### config.mk
export PLATFORM = sky130hd
export DESIGN_NAME = printer_video_serializer
export DESIGN_NICKNAME = d
export VERILOG_FILES = /design/src/video_pkg.sv /design/src/printer_video_serializer.sv
export SDC_FILE = /design/constraint.sdc
export NUM_CORES = 1
export LEC_CHECK = 0
export BUFFER_PORTS_ARGS = -buffer_cell sky130_fd_sc_hd__buf_2
export CORE_MARGIN = 5
export CORE_UTILIZATION = 45
export CTS_CLUSTER_SIZE = 10
export DETAILED_ROUTE_END_ITERATION = 6
export PLACE_DENSITY = 0.69
export SLEW_MARGIN = 20
export SYNTH_ARGS = -nofsm -noshare
export SYNTH_HDL_FRONTEND = slang
export SYNTH_SLANG_ARGS = --single-unit
### constraint.sdc
create_clock -name clock -period 3.5 [get_ports clock]
set_input_delay 0.7 -clock clock [delete_from_list [all_inputs] [get_ports clock]]
set_output_delay 0.7 -clock clock [all_outputs]
set_load 0.005 [all_outputs]
### src/video_pkg.sv
// Package for the printer video serializer: widths, counts, source codes.
// Assumes a single system clock domain; the pixel clock is sampled as data.
package video_pkg;
	localparam int WORD_W      = 32;
	localparam int IDX_W       = 5;
	localparam int MARGIN_W    = 16;
	localparam int ADDR_W      = 24;
	localparam int PLL_DIV     = 8;
	localparam int DIV_W       = 3;
	localparam int RESET_VCLKS = 5;
	localparam logic [ADDR_W-1:0] ADDR_STEP = 24'h000004;
	localparam logic [1:0] SRC_LOSSLESS = 2'h0;
	localparam logic [1:0] SRC_ALT      = 2'h1;
	localparam logic [1:0] SRC_DIRECT   = 2'h2;
	typedef enum logic [1:0] {
		ST_IDLE  = 2'b00,
		ST_VSKIP = 2'b01,
		ST_HSKIP = 2'b10,
		ST_SHIFT = 2'b11
	} vstate_t;
endpackage

### src/printer_video_serializer.sv
// Printer video serializer: source select, two-entry buffer, margins, shifter.
// Assumes sync strobes and the pixel clock input are asynchronous pins.
//
// Contract
// RL1 - FIFO fed from one of three sources
// RL2 - One serial pixel bit per video clock
// RL3 - FIFO word loaded into shift register
// RL4 - PLL mode: clock aligned to line sync
// RL5 - Bypass mode: engine clock drives serializer
// RL6 - Video clock is input, or input/8
// RL7 - Shift order chosen by configuration bit
// RL8 - DMA address counts up or down
// RL9 - Vertical margin counts line syncs from page
// RL10 - Horizontal margin reloads per line, counts dots
// RL11 - Data starts first dot after margin
// RL12 - Inverse video inverts every output bit
// RL13 - Reset held over five video clocks
// RL14 - Sync pulses longer than one video clock
// RL15 - Line pixel count multiple of 32
// RL16 - Program margin as n minus one
// RL17 - Line interrupt on last word read
// RL18 - Band interrupt on last line's last word
// RL19 - Page interrupt while page sync asserted
// RL20 - Asynchronous inputs resynchronised before use
// RL21 - Idle output is inactive level, inverted
`timescale 1ns/1ps
module printer_video_serializer
	import video_pkg::*;
(
	// Clock and reset
	input  wire logic                       clock,
	input  wire logic                       rst,
	// Engine pins
	input  wire logic                       pixel_clock_input,
	input  wire logic                       page_start_strobe_n,
	input  wire logic                       line_start_strobe_n,
	output logic                            video_out,
	// Configuration
	input  wire logic                       pll_mode,
	input  wire logic                       shift_order_select,
	input  wire logic                       dma_address_direction,
	input  wire logic                       invert_video_enable,
	input  wire logic [MARGIN_W-1:0]        top_margin_lines,
	input  wire logic [MARGIN_W-1:0]        left_margin_dots,
	input  wire logic [MARGIN_W-1:0]        words_per_line,
	input  wire logic [MARGIN_W-1:0]        lines_per_band,
	input  wire logic [video_pkg::ADDR_W-1:0] dma_start_addr,
	input  wire logic                       dma_addr_load,
	// Word sources
	input  wire logic [1:0]                 source_select,
	input  wire logic [WORD_W-1:0]          lossless_data,
	input  wire logic                       lossless_valid,
	output logic                            lossless_ready,
	input  wire logic [WORD_W-1:0]          alt_data,
	input  wire logic                       alt_valid,
	output logic                            alt_ready,
	input  wire logic [WORD_W-1:0]          mem_data,
	input  wire logic                       mem_valid,
	output logic                            mem_ready,
	// DMA address and status
	output logic [video_pkg::ADDR_W-1:0]    dma_addr,
	output logic                            line_done_irq,
	output logic                            band_done_irq,
	output logic                            page_begin_irq
);
	import video_pkg::*;

	// Two-flop synchronisers for the asynchronous pins
	logic [2:0] sync1_reg;
	logic [2:0] sync2_reg;
	logic [2:0] sync3_reg;
	always_ff @(posedge clock)
	begin
		sync1_reg <= {pixel_clock_input, page_start_strobe_n, line_start_strobe_n}; // [RL20]
		sync2_reg <= sync1_reg;
		sync3_reg <= sync2_reg;
	end
	logic pclk_rise;
	logic page_fall;
	logic line_fall;
	logic page_active;
	assign pclk_rise   = sync2_reg[2] & ~sync3_reg[2];
	assign page_fall   = ~sync2_reg[1] & sync3_reg[1];
	assign line_fall   = ~sync2_reg[0] & sync3_reg[0];
	assign page_active = ~sync2_reg[1];

	// Video clock tick: every rising input edge in bypass, every eighth in PLL mode
	logic [DIV_W-1:0] div_reg;
	logic             vtick;
	always_ff @(posedge clock)
	begin
		if (rst || (pll_mode && line_fall))
			div_reg <= '0; // [RL4]
		else if (pclk_rise)
			div_reg <= div_reg + 3'h1;
	end
	assign vtick = pclk_rise && (!pll_mode || div_reg == DIV_W'(PLL_DIV - 1)); // [RL5] [RL6]

	// Source selection onto the buffer input
	logic [WORD_W-1:0] in_data;
	logic              in_valid;
	logic              in_ready;
	always_comb
	begin
		case (source_select) // [RL1]
			SRC_LOSSLESS: begin in_data = lossless_data; in_valid = lossless_valid; end
			SRC_ALT:      begin in_data = alt_data;      in_valid = alt_valid;      end
			SRC_DIRECT:   begin in_data = mem_data;      in_valid = mem_valid;      end
			default:      begin in_data = '0;            in_valid = 1'b0;           end
		endcase
	end
	assign lossless_ready = in_ready && source_select == SRC_LOSSLESS;
	assign alt_ready      = in_ready && source_select == SRC_ALT;
	assign mem_ready      = in_ready && source_select == SRC_DIRECT;

	// Two-entry buffer, flip-flop storage indexed by pointers
	logic [WORD_W-1:0] buf_mem [2];
	logic              wr_ptr_reg;
	logic              rd_ptr_reg;
	logic [1:0]        count_reg;
	logic              out_valid;
	logic              out_ready;
	logic              push;
	logic              pop;
	assign in_ready  = count_reg != 2'h2;
	assign out_valid = count_reg != 2'h0;
	assign push      = in_valid && in_ready;
	assign pop       = out_valid && out_ready;
	always_ff @(posedge clock)
	begin
		if (push)
			buf_mem[wr_ptr_reg] <= in_data;
	end
	always_ff @(posedge clock)
	begin
		if (rst)
		begin
			wr_ptr_reg <= 1'b0;
			rd_ptr_reg <= 1'b0;
			count_reg  <= 2'h0;
		end
		else
		begin
			if (push)
				wr_ptr_reg <= ~wr_ptr_reg;
			if (pop)
				rd_ptr_reg <= ~rd_ptr_reg;
			count_reg <= count_reg + {1'b0, push} - {1'b0, pop};
		end
	end

	// DMA address walks up or down one word per accepted word
	always_ff @(posedge clock)
	begin
		if (rst)
			dma_addr <= '0;
		else if (dma_addr_load)
			dma_addr <= dma_start_addr;
		else if (push)
			dma_addr <= dma_address_direction ? dma_addr - ADDR_STEP
			                                  : dma_addr + ADDR_STEP; // [RL8]
	end

	// Margin and shift state machine
	vstate_t             state_reg;
	logic [MARGIN_W-1:0] vcnt_reg;
	logic [MARGIN_W-1:0] hcnt_reg;
	logic [IDX_W-1:0]    bit_reg;
	logic [WORD_W-1:0]   shift_reg;
	logic                shifting;
	logic                vdone_reg;
	logic                hwait_reg;
	logic                line_end_reg;
	assign shifting  = state_reg == ST_SHIFT;
	// Take a word when the margin is spent, or on the last bit unless the line is complete
	assign out_ready = vtick && (state_reg == ST_HSKIP ? (hcnt_reg == '0 && !hwait_reg) :
	                   shifting && bit_reg == IDX_W'(WORD_W - 1) && !line_end_reg); // [RL11]
	always_ff @(posedge clock)
	begin
		if (rst)
		begin
			state_reg <= ST_IDLE;
			vcnt_reg  <= '0;
			hcnt_reg  <= '0;
			vdone_reg <= 1'b0;
			hwait_reg <= 1'b0;
		end
		else if (page_fall)
		begin
			state_reg <= ST_VSKIP;
			vcnt_reg  <= top_margin_lines; // [RL9] [RL16]
			vdone_reg <= 1'b0;
		end
		else if (line_fall && state_reg != ST_IDLE)
		begin
			if (vdone_reg)
			begin
				state_reg <= ST_HSKIP;
				hcnt_reg  <= left_margin_dots; // [RL10]
				hwait_reg <= 1'b1; // [RL16]
			end
			// Last skipped line: the next strobe starts printing
			else if (vcnt_reg == '0)
				vdone_reg <= 1'b1; // [RL9] [RL16]
			else
				vcnt_reg <= vcnt_reg - 1'b1; // [RL9]
		end
		else if (vtick && state_reg == ST_HSKIP)
		begin
			if (hwait_reg)
				hwait_reg <= 1'b0; // [RL16]
			else if (hcnt_reg != '0)
				hcnt_reg <= hcnt_reg - 1'b1; // [RL10]
			else if (pop)
				state_reg <= ST_SHIFT; // [RL11]
		end
		else if (vtick && shifting && bit_reg == IDX_W'(WORD_W - 1) && !pop)
			state_reg <= ST_VSKIP;
	end

	// Shift register: load on pop, advance one bit per video clock
	always_ff @(posedge clock)
	begin
		if (rst)
		begin
			shift_reg <= '0;
			bit_reg   <= '0;
		end
		else if (pop)
		begin
			shift_reg <= buf_mem[rd_ptr_reg]; // [RL3]
			bit_reg   <= '0;
		end
		else if (vtick && shifting)
		begin
			shift_reg <= shift_order_select ? shift_reg >> 1 : shift_reg << 1; // [RL7]
			bit_reg   <= bit_reg + 1'b1;
		end
	end

	// Serial output: current bit, blank when idle, inverted if enabled
	logic pixel_bit;
	assign pixel_bit = shift_order_select ? shift_reg[0] : shift_reg[WORD_W-1];
	always_ff @(posedge clock)
	begin
		if (rst)
			video_out <= 1'b0;
		else
			video_out <= (shifting & pixel_bit) ^ invert_video_enable; // [RL2] [RL12] [RL21]
	end

	// Line and band completion counted on words leaving the buffer
	logic [MARGIN_W-1:0] word_cnt_reg;
	logic [MARGIN_W-1:0] line_cnt_reg;
	logic                last_word;
	assign last_word = pop && word_cnt_reg == words_per_line - 1'b1;
	always_ff @(posedge clock)
	begin
		if (rst || page_fall)
		begin
			word_cnt_reg  <= '0;
			line_cnt_reg  <= '0;
			line_done_irq <= 1'b0;
			band_done_irq <= 1'b0;
		end
		else
		begin
			line_done_irq <= last_word; // [RL17]
			band_done_irq <= last_word && line_cnt_reg == lines_per_band - 1'b1; // [RL18]
			if (last_word)
			begin
				word_cnt_reg <= '0;
				line_cnt_reg <= (line_cnt_reg == lines_per_band - 1'b1) ? '0
				                : line_cnt_reg + 1'b1;
			end
			else if (pop)
				word_cnt_reg <= word_cnt_reg + 1'b1;
		end
	end

	// Line end: no further word is taken until the next line strobe
	always_ff @(posedge clock)
	begin
		if (rst || line_fall)
			line_end_reg <= 1'b0;
		else if (last_word)
			line_end_reg <= 1'b1; // [RL15]
	end

	// Page interrupt follows the synchronised page strobe level
	always_ff @(posedge clock)
	begin
		if (rst)
			page_begin_irq <= 1'b0;
		else
			page_begin_irq <= page_active; // [RL19]
	end

	// Idle output equals the inversion setting one cycle later
	chk_idle_level: assert property (@(posedge clock) disable iff (rst) // [RL21]
		!shifting |=> video_out == $past(invert_video_enable));
	// A popped word enters the shifter
	chk_word_load: assert property (@(posedge clock) disable iff (rst) // [RL3]
		pop |=> shift_reg == $past(buf_mem[rd_ptr_reg]));
	// Buffer never overfills
	chk_buf_bound: assert property (@(posedge clock) disable iff (rst) // [RL1]
		count_reg <= 2'h2);
	// Address moves by one word per push
	chk_addr_step: assert property (@(posedge clock) disable iff (rst) // [RL8]
		push && !dma_addr_load |=> dma_addr == ($past(dma_address_direction)
		? $past(dma_addr) - ADDR_STEP : $past(dma_addr) + ADDR_STEP));
	// Page strobe starts the vertical margin
	chk_page_start: assert property (@(posedge clock) disable iff (rst) // [RL9]
		page_fall |=> state_reg == ST_VSKIP && vcnt_reg == $past(top_margin_lines));
	// Shifting advances bit counter on each tick
	chk_bit_step: assert property (@(posedge clock) disable iff (rst) // [RL2]
		vtick && shifting && !pop && !page_fall |=> bit_reg == $past(bit_reg) + 1'b1);
	// Page interrupt tracks the strobe
	chk_page_irq: assert property (@(posedge clock) disable iff (rst) // [RL19]
		page_active |=> page_begin_irq);
	// Line interrupt follows the last word
	chk_line_irq: assert property (@(posedge clock) disable iff (rst) // [RL17]
		last_word && !page_fall |=> line_done_irq);
endmodule

Word-level counts from Yosys, hierarchy flattened --
Memories as Yosys holds them, arrays and structs flattened. A register that Yosys moved wholly into a read port is not among the register bits. Cells that the tools add are included.
Storage, ports and cells: flip-flop bits (word level) 150, RAM bits 64, latch bits 0, output and inout port bits 31, memory bits (read-only) 0, bits of input ports 199, memories kept 1, word-level logic and storage cells 151
Operators by class: divide/modulo/power cells 0, $lt $le $gt $ge 0, reductions and logical operators 47, equality and inequality tests 20, add/subtract/negate cells 12, shifts and indexed selects 0, $mul 0, bitwise gates (word level) 11, mux-type cells 37
Memories:
- buf_mem | words 2, width 32, rd ports 1, clocked after Yosys merged registers in 1, write ports 1, line printer_video_serializer.sv:117 | logic [WORD_W-1:0] buf_mem [2];
Operators by type and width (number):
- two-way mux 16 bit | 10
- two-way mux 32 bit | 3
- one-hot mux 32 bit (3 select lines) | 1
- two-way mux 24 bit | 3
- subtractor 16 x 1 -> 16 bit (second input constant) | 4
- adder 16 x 1 -> 16 bit (second input constant) | 2
- == test 16 bit | 2
- logical NOT 16 bit | 2
- adder 24 x 3 -> 24 bit (second input constant) | 1
- subtractor 24 x 3 -> 24 bit (second input constant) | 1
- logical AND 1 bit | 18
- nonzero test 16 bit | 1
- AND reduction 5 bit | 3
- two-way mux 2 bit | 7
- nonzero test 2 bit | 7
- two-way mux 1 bit | 12
- != test 3 bit (second input constant) | 4
- != test 4 bit (second input constant) | 3
- != test 2 bit (second input constant) | 4
- == test 2 bit (second input constant) | 3
- inverter 1 bit | 6
- AND reduction 3 bit | 2
- OR reduction 2 bit | 3
- adder 5 x 1 -> 5 bit (second input constant) | 1
- 15 further kinds | 24

Logic depth before layout (Yosys ltp) --
Gate-level depths: netlist (run 1).
depth in word-level cells 12, gate-level depth with buffers 15, mapped depth without buffers 13

Least setup slack after synthesis (run 1) --
Ideal clock, no wire load.
kind input-to-reg, start input source_select[1], end memory buf_mem[0][0] (enable), required time 3.079 ns, data arrival time 3.330 ns, stages on the path 10, slack -0.251 ns, path buffers 4, library setup time 0.421 ns, path through clkbuf_1 > nor2b_1 > clkbuf_1 > nand2_1 > o21ai_0 > and2_1 > clkbuf_1 > inv_1 > clkbuf_1 > nor2_1
Between the ends: longest elaborated chain between the ends 5, elaborated cells between the ends (all ways) 7, those cells by class eq/ne: 2; mux: 3; reduce/logical: 2
Ends and longest elaborated chain:
- start: declaration | line printer_video_serializer.sv:50 | input wire logic [1:0] source_select,
- == test 2 bit (tied with other cells) | line printer_video_serializer.sv:105 | case (source_select)
- one-hot mux 1 bit (3 select lines) (*) | line printer_video_serializer.sv:105
- logical AND 1 bit (*) | line printer_video_serializer.sv:127 | assign push = in_valid && in_ready;
- two-way mux 1 bit (*) | line printer_video_serializer.sv:131 | if (push)
- two-way mux 1 bit (implied by the code) (*) | line printer_video_serializer.sv:132 | buf_mem[wr_ptr_reg] <= in_data;
- end: declaration | line printer_video_serializer.sv:117
Mark *: on every way between the ends. The rest lies on a longest branch, timed or not.

Worst setup path after layout (run 1) --
start register hcnt_reg[2], end register line_cnt_reg[3]
Between the ends: longest elaborated chain between the ends 6
Ends and longest elaborated chain:
- start: declaration | line printer_video_serializer.sv:167 | logic [MARGIN_W-1:0] hcnt_reg;
- start signal: assignment | line printer_video_serializer.sv:199 | hcnt_reg <= left_margin_dots;
- start signal: assignment | line printer_video_serializer.sv:213 | hcnt_reg <= hcnt_reg - 1'b1;
- logical NOT 16 bit | line printer_video_serializer.sv:176 | assign out_ready = vtick && (state_reg == ST_HSKIP ? (hcnt_reg == '0 && !hwait_reg) :
- logical AND 1 bit | line printer_video_serializer.sv:176
- two-way mux 1 bit | line printer_video_serializer.sv:176
- logical AND 1 bit | line printer_video_serializer.sv:176
- logical AND 1 bit | line printer_video_serializer.sv:128 | assign pop = out_valid && out_ready;
- logical AND 1 bit | line printer_video_serializer.sv:256 | assign last_word = pop && word_cnt_reg == words_per_line - 1'b1;
- end signal: assignment | line printer_video_serializer.sv:273 | line_cnt_reg <= (line_cnt_reg == lines_per_band - 1'b1) ? '0
- end: declaration | line printer_video_serializer.sv:254 | logic [MARGIN_W-1:0] line_cnt_reg;
No other way between the ends. A chain may end at the register's enable or synchronous reset.

==> out/qor.yml, run 1 <==
grt_pass1_wl_microns: 48470
power.leakage_uw: 0.005687
wl_microns: 29380
syn-num-nets: 1642
die_y_microns: 174.9
grt-busiest-layer: "met2"
max_stage_delay_ns: 0.47
ctsRootBufferMaster: "clkbuf_16"
cp.required_ns: 3.88
n_fill_cell: 2477
fp-row-count: 60
ir_worst_vdd_uv: 313.6
cp_common_cell: "nor4_2"
cts_setup_buffers: 0
pwr-share-seq_pct: 45.6
drive_above_1_share_pct: 19.19
cts_hold_buf: 0
crit_chain: "or3_1 > nor4_2 > nor4b_2 > o311ai_4 > nor4_2 > buf_4 > nand3b_4 > o21ai_4 > nor2_1"
hp-start: "line_start_strobe_n"
start_util_pct: 45.55
drt-initial-drc-count: 552
setup_tns_ns: 0
grt_overflow: 0
cts-htree-levels: 1
cts_tree: "yes"
cp.arrival_ns: 3.58
crit_path_start_kind: "flop"
avgSynthCellArea_sq_um: 8.683
synth-edff-count: 64
dp_hpwl_microns: 21050
critical_path_class: "reg2reg"
clock_latency_ns: 0.51
seq_area_sq_um: 4946
p_int_uw: 4555
endpoint_kind: "flop"
io_buffers: 229
drv_cap: 0
synth_cell_types: 77
finalCritPeriodShare_pct: 91.42
vias_per_cell: 5.466
num_vias: 10778
pwr-share-comb_pct: 13.6
stdcell_area_sq_um: 14520
finalCriticalPeriod_ns: 3.200
ys_seq_elements: 215
use_met1_pct: 26.27
wire_per_inst_microns: 14.90
cp_slowest_cell: "or3_1"
nets: 1845
hold_path_class: "in2reg"
core_area_sq_um: 26880
rsz0062_at_grt: "no"
diodes: 0
multi_input_area_sq_um: 6873
clkTransAtPathRegs_ns: 0.05
p_per_area_nw_per_um2: 415.2
antenna_found_initial: 1
slew-limit-headroom_pct: 44.67
grt_max_degree: 72
finClkSkew_ns: 0.006181
drv_slew: 0
worstReg2RegStart: "hcnt_reg[2]"
num_io_pins: 230
swShare_pct: 24.44
switching_power_uw: 1474
final_common_cell: "buf_2"
drcViolationCount: 0
syn_area_sq_um: 12240
synth-async-reset-ratio_pct: 0
outcome: "finished clean"
critPathBufInv: 1
pwr-share-clk_pct: 40.8
syn_inst: 1410
cp_top_family: "simple AND/OR/NAND/NOR gates"
syn_to_final_growth_pct: 18.59
largest_register_ffs: 64
yosysWarnings: 0
synth_area_leaders: "dfxtp_1 25%, edfxtp_1 16%, mux2i_1 5.9%"
yosysTopAreaCellShare_pct: 24.69
post_dp_cell_area_sq_um: 13730
cts-resized-gates: 0
yosysSeqAreaShare_pct: 40.39
die_w_microns: 174.9
worst_pin_slew_ns: 0.8236
utilization_pct: 54.02
drt.antenna.violating_nets: 0
worstPathMaxFanout: 14
setup_viol: 0
use_met3_pct: 2.856
layout_common_cells: "228 x buf_2, 174 x nor2_1, 150 x dfxtp_1, 113 x nand2_1, 89 x a21oi_1"
synth-main-ff-cell: "dfxtp_1"
met2_usage_pct: 29.10
cts_made_buffers: 26
clockBufferDepth: 3
clock-sinks: 215
first_pass_iters: 5
hold_viol_final: 0
dieArea_sq_um: 30610
grt.total_usage_pct: 18.33
max_freq_mhz: 312.5
critPathLaunch: "hcnt_reg[2]"
place_congestion: 0.8635
grt_pass1_vias: 9996
power_uw: 6029
synth_top_area_cell: "dfxtp_1"
per-layer routing:
metal	vias up	share of wire, %
met5	-	0.024
met4	2	2.0
met3	46	5.3
met2	271	44
met1	4928	48
li1	5531	-
worst reg2reg max path, delay by kind of cell, from the launching register on:
| kind | cells | cell delay, ns |
|---|---|---|
| AO/OA/AOI/OAI | 2 | 0.58 |
| AND/OR/NAND/NOR | 6 | 1.89 |
| flip-flops | 1 | 0.35 |
| buffers and inverters | 1 | 0.26 |
cell families after synthesis:
logic type                 share of synthesized area (%)
AOI/OAI and AO/OA                                  18.65
xor gates and xnor gates                           6.776
muxes                                              6.162
buffers and inverters                              3.740
and+or+nand+nor                                    20.85
adders and majority gates                          3.434
DFF                                                40.39
power groups by stage:
stage / clock, uW / sequential, uW / combinational (uW)
2_1_floorplan: 0 / 2790 / 535
3_3_place_gp: 0 / 2800 / 808
3_5_place_dp: 0 / 2800 / 822
4_1_cts: 2540 / 2750 / 826
5_1_grt: 2650 / 2760 / 922
6_report: 2460 / 2750 / 821
synthesized netlist by cell type (6+ instances only):
library cell and n:
a21o_1 7, a31oi_1 7, a311oi_1 7, a22oi_1 10
nor3b_1 6, o21ai_0 84, nand4_1 13, o31ai_1 6
a211oi_1 87, a21oi_1 91, buf_1 13, nor3_1 37
nor2_1 175, nand2_1 114, xor2_1 41, ha_1 32
a221oi_1 10, nor2b_1 45, nor4_1 11, mux2i_1 72
nand2b_1 15, or3_1 15, xnor2_1 51, nand3_1 46
clkbuf_1 62, edfxtp_1 64, dfxtp_1 151, inv_1 37
final timing paths:
path,to,slack [ns],depth (start not counted)
max reg2reg,line_cnt_reg[3],0.30,9
min reg2reg,sync2_reg[0],0.33,0
max,line_cnt_reg[3],0.30,9
min,sync1_reg[0],0.29,1
cell type report:
type | instances | share of cell area (%)
Tap cell | 341 | 2.939
Clock buffer | 46 | 5.421
Multi-Input combinational cell | 1077 | 47.34
Sequential cell | 215 | 34.07
Timing Repair Buffer | 255 | 9.255
Inverter | 38 | 0.9824
per-stage QoR:
step	worst slack [ns]	std cells	hold slack, ns
global route	0.07946	1972	0.2682
global placement	-0.008623	1926	0.3112
finish	0.3004	1972	0.2944
CTS	0.2899	1972	0.2641
floorplan	0.2765	1410	0.3096
detailed placement	-0.04095	1926	0.3138
Power figures use the tool's default switching activity.
==> inputs of run 2 (changes only) <==
--- a/config.mk
+++ b/config.mk
@@ -10,7 +10,8 @@
 export CORE_UTILIZATION = 45
 export CTS_CLUSTER_SIZE = 10
 export DETAILED_ROUTE_END_ITERATION = 6
-export PLACE_DENSITY = 0.69
+export PLACE_DENSITY = 0.66
+export REMOVE_ABC_BUFFERS = 1
 export SLEW_MARGIN = 20
 export SYNTH_ARGS = -nofsm -noshare
 export SYNTH_HDL_FRONTEND = slang
==> run 2 against run 1 <==
Compared with the run above: final area decreased by 0.17%; via count shrank 0.14%; hold slack worse by 0.0052 ns; critical path depth stayed put; clock-buffer cell count down 5; critical path type unchanged; largest cell class unchanged; largest power group unchanged.
==> out/qor.yml, run 2 (synthesis results as in run 1) <==
r2r-end: "line_cnt_reg[13]"
clock-sinks: 215
cp_common_cell: "nor4_2"
stdcell_area_sq_um: 14490
dp_hpwl_microns: 21510
ctsRootBufferMaster: "clkbuf_16"
worstReg2RegStart: "hcnt_reg[2]"
drt.antenna.violating_nets: 0
grt_max_degree: 67
wl_microns: 29620
worst_hold_slack_ns: 0.2892
syn_to_final_growth_pct: 18.39
p_per_area_nw_per_um2: 411.3
largest_register_ffs: 64
r2r_cells: 9
worst_pin_slew_ns: 0.8033
drt-initial-drc-count: 526
cp.arrival_ns: 3.55
die_y_microns: 174.9
drv_cap: 0
ir_worst_vdd_uv: 419.3
swShare_pct: 25.57
num_io_pins: 230
grt_overflow: 0
finalCriticalPeriod_ns: 3.153
cp.required_ns: 3.90
drcViolationCount: 0
grt_pass1_wl_microns: 49290
post_dp_cell_area_sq_um: 13740
fin_ws_ns: 0.3469
finClkSkew_ns: 0.02652
rrSetupSlack_ns: 0.35
max_freq_mhz: 317.2
slew-limit-headroom_pct: 46.45
grt.total_usage_pct: 18.73
fp-row-count: 60
endpoint_kind: "flop"
dieArea_sq_um: 30610
crit_path_start_kind: "flop"
cts_tree: "yes"
core_area_sq_um: 26880
clock_latency_ns: 0.54
start_util_pct: 45.55
first_pass_iters: 5
drive_above_1_share_pct: 19.09
worstPathMaxFanout: 14
cts_made_buffers: 26
setup_viol: 0
hold_viol_final: 0
p_int_uw: 4437
cts_hold_buf: 0
clockBufferDepth: 3
pwr-share-clk_pct: 40.0
vias_per_cell: 5.458
switching_power_uw: 1525
hold_path_class: "in2reg"
cts-htree-levels: 1
pwr-share-comb_pct: 13.9
cts-resized-gates: 0
clkTransAtPathRegs_ns: 0.06
finalCritPeriodShare_pct: 90.09
max_stage_delay_ns: 0.45
power.leakage_uw: 0.005666
critical_path_class: "reg2reg"
hp-start: "line_start_strobe_n"
nets: 1845
min_to: "sync1_reg[0]"
place_congestion: 0.8977
final_common_cell: "buf_2"
cp_top_family: "simple AND/OR/NAND/NOR gates"
die_w_microns: 174.9
grt_pass1_vias: 10243
rsz0062_at_grt: "no"
crit_chain: "or3_1 > nor4_2 > nor4b_2 > o311ai_4 > nor4_2 > buf_4 > nand3b_4 > o21ai_4 > nor2_1"
layout_common_cells: "228 x buf_2, 174 x nor2_1, 150 x dfxtp_1, 113 x nand2_1, 89 x a21oi_1"
num_vias: 10763
outcome: "finished clean"
pre_cts_ws_ns: 0.04204
min_delay_path_depth: 1
cp_slowest_cell: "or3_1"
pwr-share-seq_pct: 46.1
drv_slew: 0
cts_setup_buffers: 0
critPathBufInv: 1
antenna_found_initial: 2
wire_per_inst_microns: 15.02
io_buffers: 229
-- run 2: how the worst max path moves through the flow --
stage                                 start               end  cells after the start
final                           hcnt_reg[2]  line_cnt_reg[13]                      9
after global routing            hcnt_reg[2]   line_cnt_reg[3]                      9
after CTS                       hcnt_reg[2]   line_cnt_reg[8]                      9
after detailed placement  words_per_line[0]   line_cnt_reg[8]                     12
after global placement    words_per_line[0]  line_cnt_reg[13]                     12
after floorplan                 hcnt_reg[0]      count_reg[1]                     13
-- run 2: area by class of cell --
cell class / count / area (sq um)
Clock buffer: 41 / 706.9
Antenna cell: 2 / 5.005
Multi-Input combinational cell: 1077 / 6880
Inverter: 38 / 142.6
Fill cell: 2510 / 12380
Timing Repair Buffer: 255 / 1344
Tap cell: 341 / 426.7
Sequential cell: 215 / 4949
Clock inverter: 3 / 40.04
-- run 2: layer usage --
metal / GRT usage (%) / part of all wire (%) / up-vias
li1: - / - / 5539
met1: 25.43 / 46 / 4886
met2: 31.11 / 46 / 289
met3: 3.613 / 5.9 / 49
met4: 4.255 / 1.8 / 0
met5: 0 / 0 / -
-- run 2: through the flow --
step	cells	utilization (%)	power (uW)	TNS, ns
3_5_place_dp	1926	51.12	3632	0
4_1_cts	1970	53.90	6045	0
6_report	1972	53.93	5962	0
5_1_grt	1971	53.92	6265	0
3_3_place_gp	1926	51.09	3610	0
2_1_floorplan	1330	-	3272	-246.10
-- run 2: worst register-to-register path: stages (launching register included) --
cell and delay (ns):
dfxtp_1 0.35, or3_1 0.45, nor4_2 0.42, nor4b_2 0.39, o311ai_4 0.20, nor4_2 0.31, buf_4 0.24, nand3b_4 0.18
o21ai_4 0.40, nor2_1 0.09
-- run 2: power by group through the flow --
stage | clock [uW] | sequential, uW | combinational, uW
floorplan | 0 | 2790 | 482
global placement | 0 | 2800 | 813
detailed placement | 0 | 2800 | 832
CTS | 2460 | 2750 | 836
global route | 2580 | 2760 | 933
finish | 2380 | 2750 | 831
==> inputs of run 3 (changes only) <==
--- a/config.mk
+++ b/config.mk
@@ -8,6 +8,7 @@
 export BUFFER_PORTS_ARGS = -buffer_cell sky130_fd_sc_hd__buf_2
 export CORE_MARGIN = 5
 export CORE_UTILIZATION = 45
+export CTS_BUF_LIST = sky130_fd_sc_hd__clkbuf_4 sky130_fd_sc_hd__clkbuf_8
 export CTS_CLUSTER_SIZE = 10
 export DETAILED_ROUTE_END_ITERATION = 6
 export PLACE_DENSITY = 0.66
==> run 3 against run 2 <==
Compared with the run above: die area stayed put; maximum frequency hardly changed; global-route usage is 0.23 points higher; power decreased by 0.48%; clock skew grew 0.0079 ns; critical path depth is the same; wire length grew 0.74%; non-clock buffer count stayed put; first-iteration DRC count fell by 4.4%; critical path type unchanged; critical endpoint is now line_cnt_reg[7]; highest routed layer unchanged.
==> out/qor.yml, run 3 (synthesis results as in run 1) <==
worst_pin_slew_ns: 0.8130
layout.cells.non_filler: 1998
setup_tns_ns: 0
endpoint_kind: "flop"
die_y_microns: 174.9
wl_microns: 29840
r2r_cells: 9
cp_slowest_cell: "or3_1"
num_vias: 10869
antenna_found_initial: 2
nets: 1858
rsz0062_at_grt: "no"
dp_hpwl_microns: 21510
grt_overflow: 0
drt-initial-drc-count: 503
clockBufferDepth: 3
slew-limit-headroom_pct: 45.80
worstPathMaxFanout: 14
grt_pass1_wl_microns: 49620
post_dp_cell_area_sq_um: 13740
min_to: "sync1_reg[1]"
vias_per_cell: 5.440
layout_common_cells: "228 x buf_2, 174 x nor2_1, 150 x dfxtp_1, 113 x nand2_1, 89 x a21oi_1"
drcViolationCount: 0
drive_above_1_share_pct: 21.15
critical_path_class: "reg2reg"
hold_path_class: "in2reg"
hold_viol_final: 0
cts-resized-gates: 0
drv_slew: 0
rrSetupSlack_ns: 0.35
r2r-end: "line_cnt_reg[7]"
ctsRootBufferMaster: "clkbuf_8"
cp_common_cell: "nor4_2"
placed_cells: 1926
die_w_microns: 174.9
start_util_pct: 45.55
clkTransAtPathRegs_ns: 0.06
max_stage_delay_ns: 0.46
wire_per_inst_microns: 14.93
finClkSkew_ns: 0.03443
finalCriticalPeriod_ns: 3.152
crit_chain: "or3_1 > nor4_2 > nor4b_2 > o311ai_4 > nor4_2 > buf_4 > nand3b_4 > o21ai_4 > nor2_1"
place_congestion: 0.8977
outcome: "finished clean"
grt_pass1_vias: 10376
dieArea_sq_um: 30610
min_delay_path_depth: 1
setup_viol: 0
syn_to_final_growth_pct: 18.69
critPathLaunch: "hcnt_reg[2]"
cp.arrival_ns: 3.53
cts_hold_buf: 0
largest_register_ffs: 64
cts_made_buffers: 39
worstReg2RegStart: "hcnt_reg[2]"
grt_max_degree: 67
hp-start: "page_start_strobe_n"
stdcell_area_sq_um: 14530
finalCritPeriodShare_pct: 90.05
p_per_area_nw_per_um2: 408.3
clock-sinks: 215
utilization_pct: 54.07
ir_worst_vdd_uv: 193.5
max_freq_mhz: 317.3
grt.total_usage_pct: 18.96
power.leakage_uw: 0.005735
drt.antenna.violating_nets: 0
cp.required_ns: 3.88
drv_cap: 0
cts-htree-levels: 2
cts_tree: "yes"
num_io_pins: 230
first_pass_iters: 5
fp-row-count: 60
clock_latency_ns: 0.54
core_area_sq_um: 26880
final_common_cell: "buf_2"
crit_path_start_kind: "flop"
cts_setup_buffers: 0
io_buffers: 229
## run 3: through the flow
stage	setup WS (ns)	hold WS [ns]	total power, uW
5_1_grt	0.09762	0.2551	6248
4_1_cts	0.2641	0.2597	6024
2_1_floorplan	-3.981	0.3096	3272
3_5_place_dp	0.04204	0.3143	3632
3_3_place_gp	0.05730	0.3115	3610
6_report	0.3482	0.2940	5933
## run 3: layout make-up
type | count | area, sq um
clock buffer | 59 | 718.2
timing repair buffer | 255 | 1344
tap | 341 | 426.7
inverter | 38 | 142.6
antenna | 2 | 5.005
clock inverter | 11 | 66.31
sequential | 215 | 4949
multi-input combinational | 1077 | 6880
fill | 2538 | 12340
## run 3: critical path: cells and delay by family (launching register included)
family                 cells  cell delay, ns
buffers and inverters      1            0.24
AOI/OAI and AO/OA          2            0.59
DFF                        1            0.34
and+or+nand+nor            6            1.83
## run 3: how the worst max path moves through the flow
stage,end
after floorplan,count_reg[1]
after global placement,line_cnt_reg[13]
after detailed placement,line_cnt_reg[8]
after CTS,line_cnt_reg[8]
after global routing,line_cnt_reg[3]
final,line_cnt_reg[7]
## run 3: per-layer routing
layer	track usage, %	vias to the layer above	share of wire (%)
li1	-	5570	-
met1	25.29	4930	46
met2	31.19	318	46
met3	3.743	51	6.0
met4	5.892	0	2.3
met5	0	-	0
## run 3: power breakdown
group	leakage (uW)	switching [uW]	internal [uW]
clock network	0.000427	1030	1320
logic	0.00348	465	366
registers	0.00183	56.0	2690
total	0.00574	1550	4380
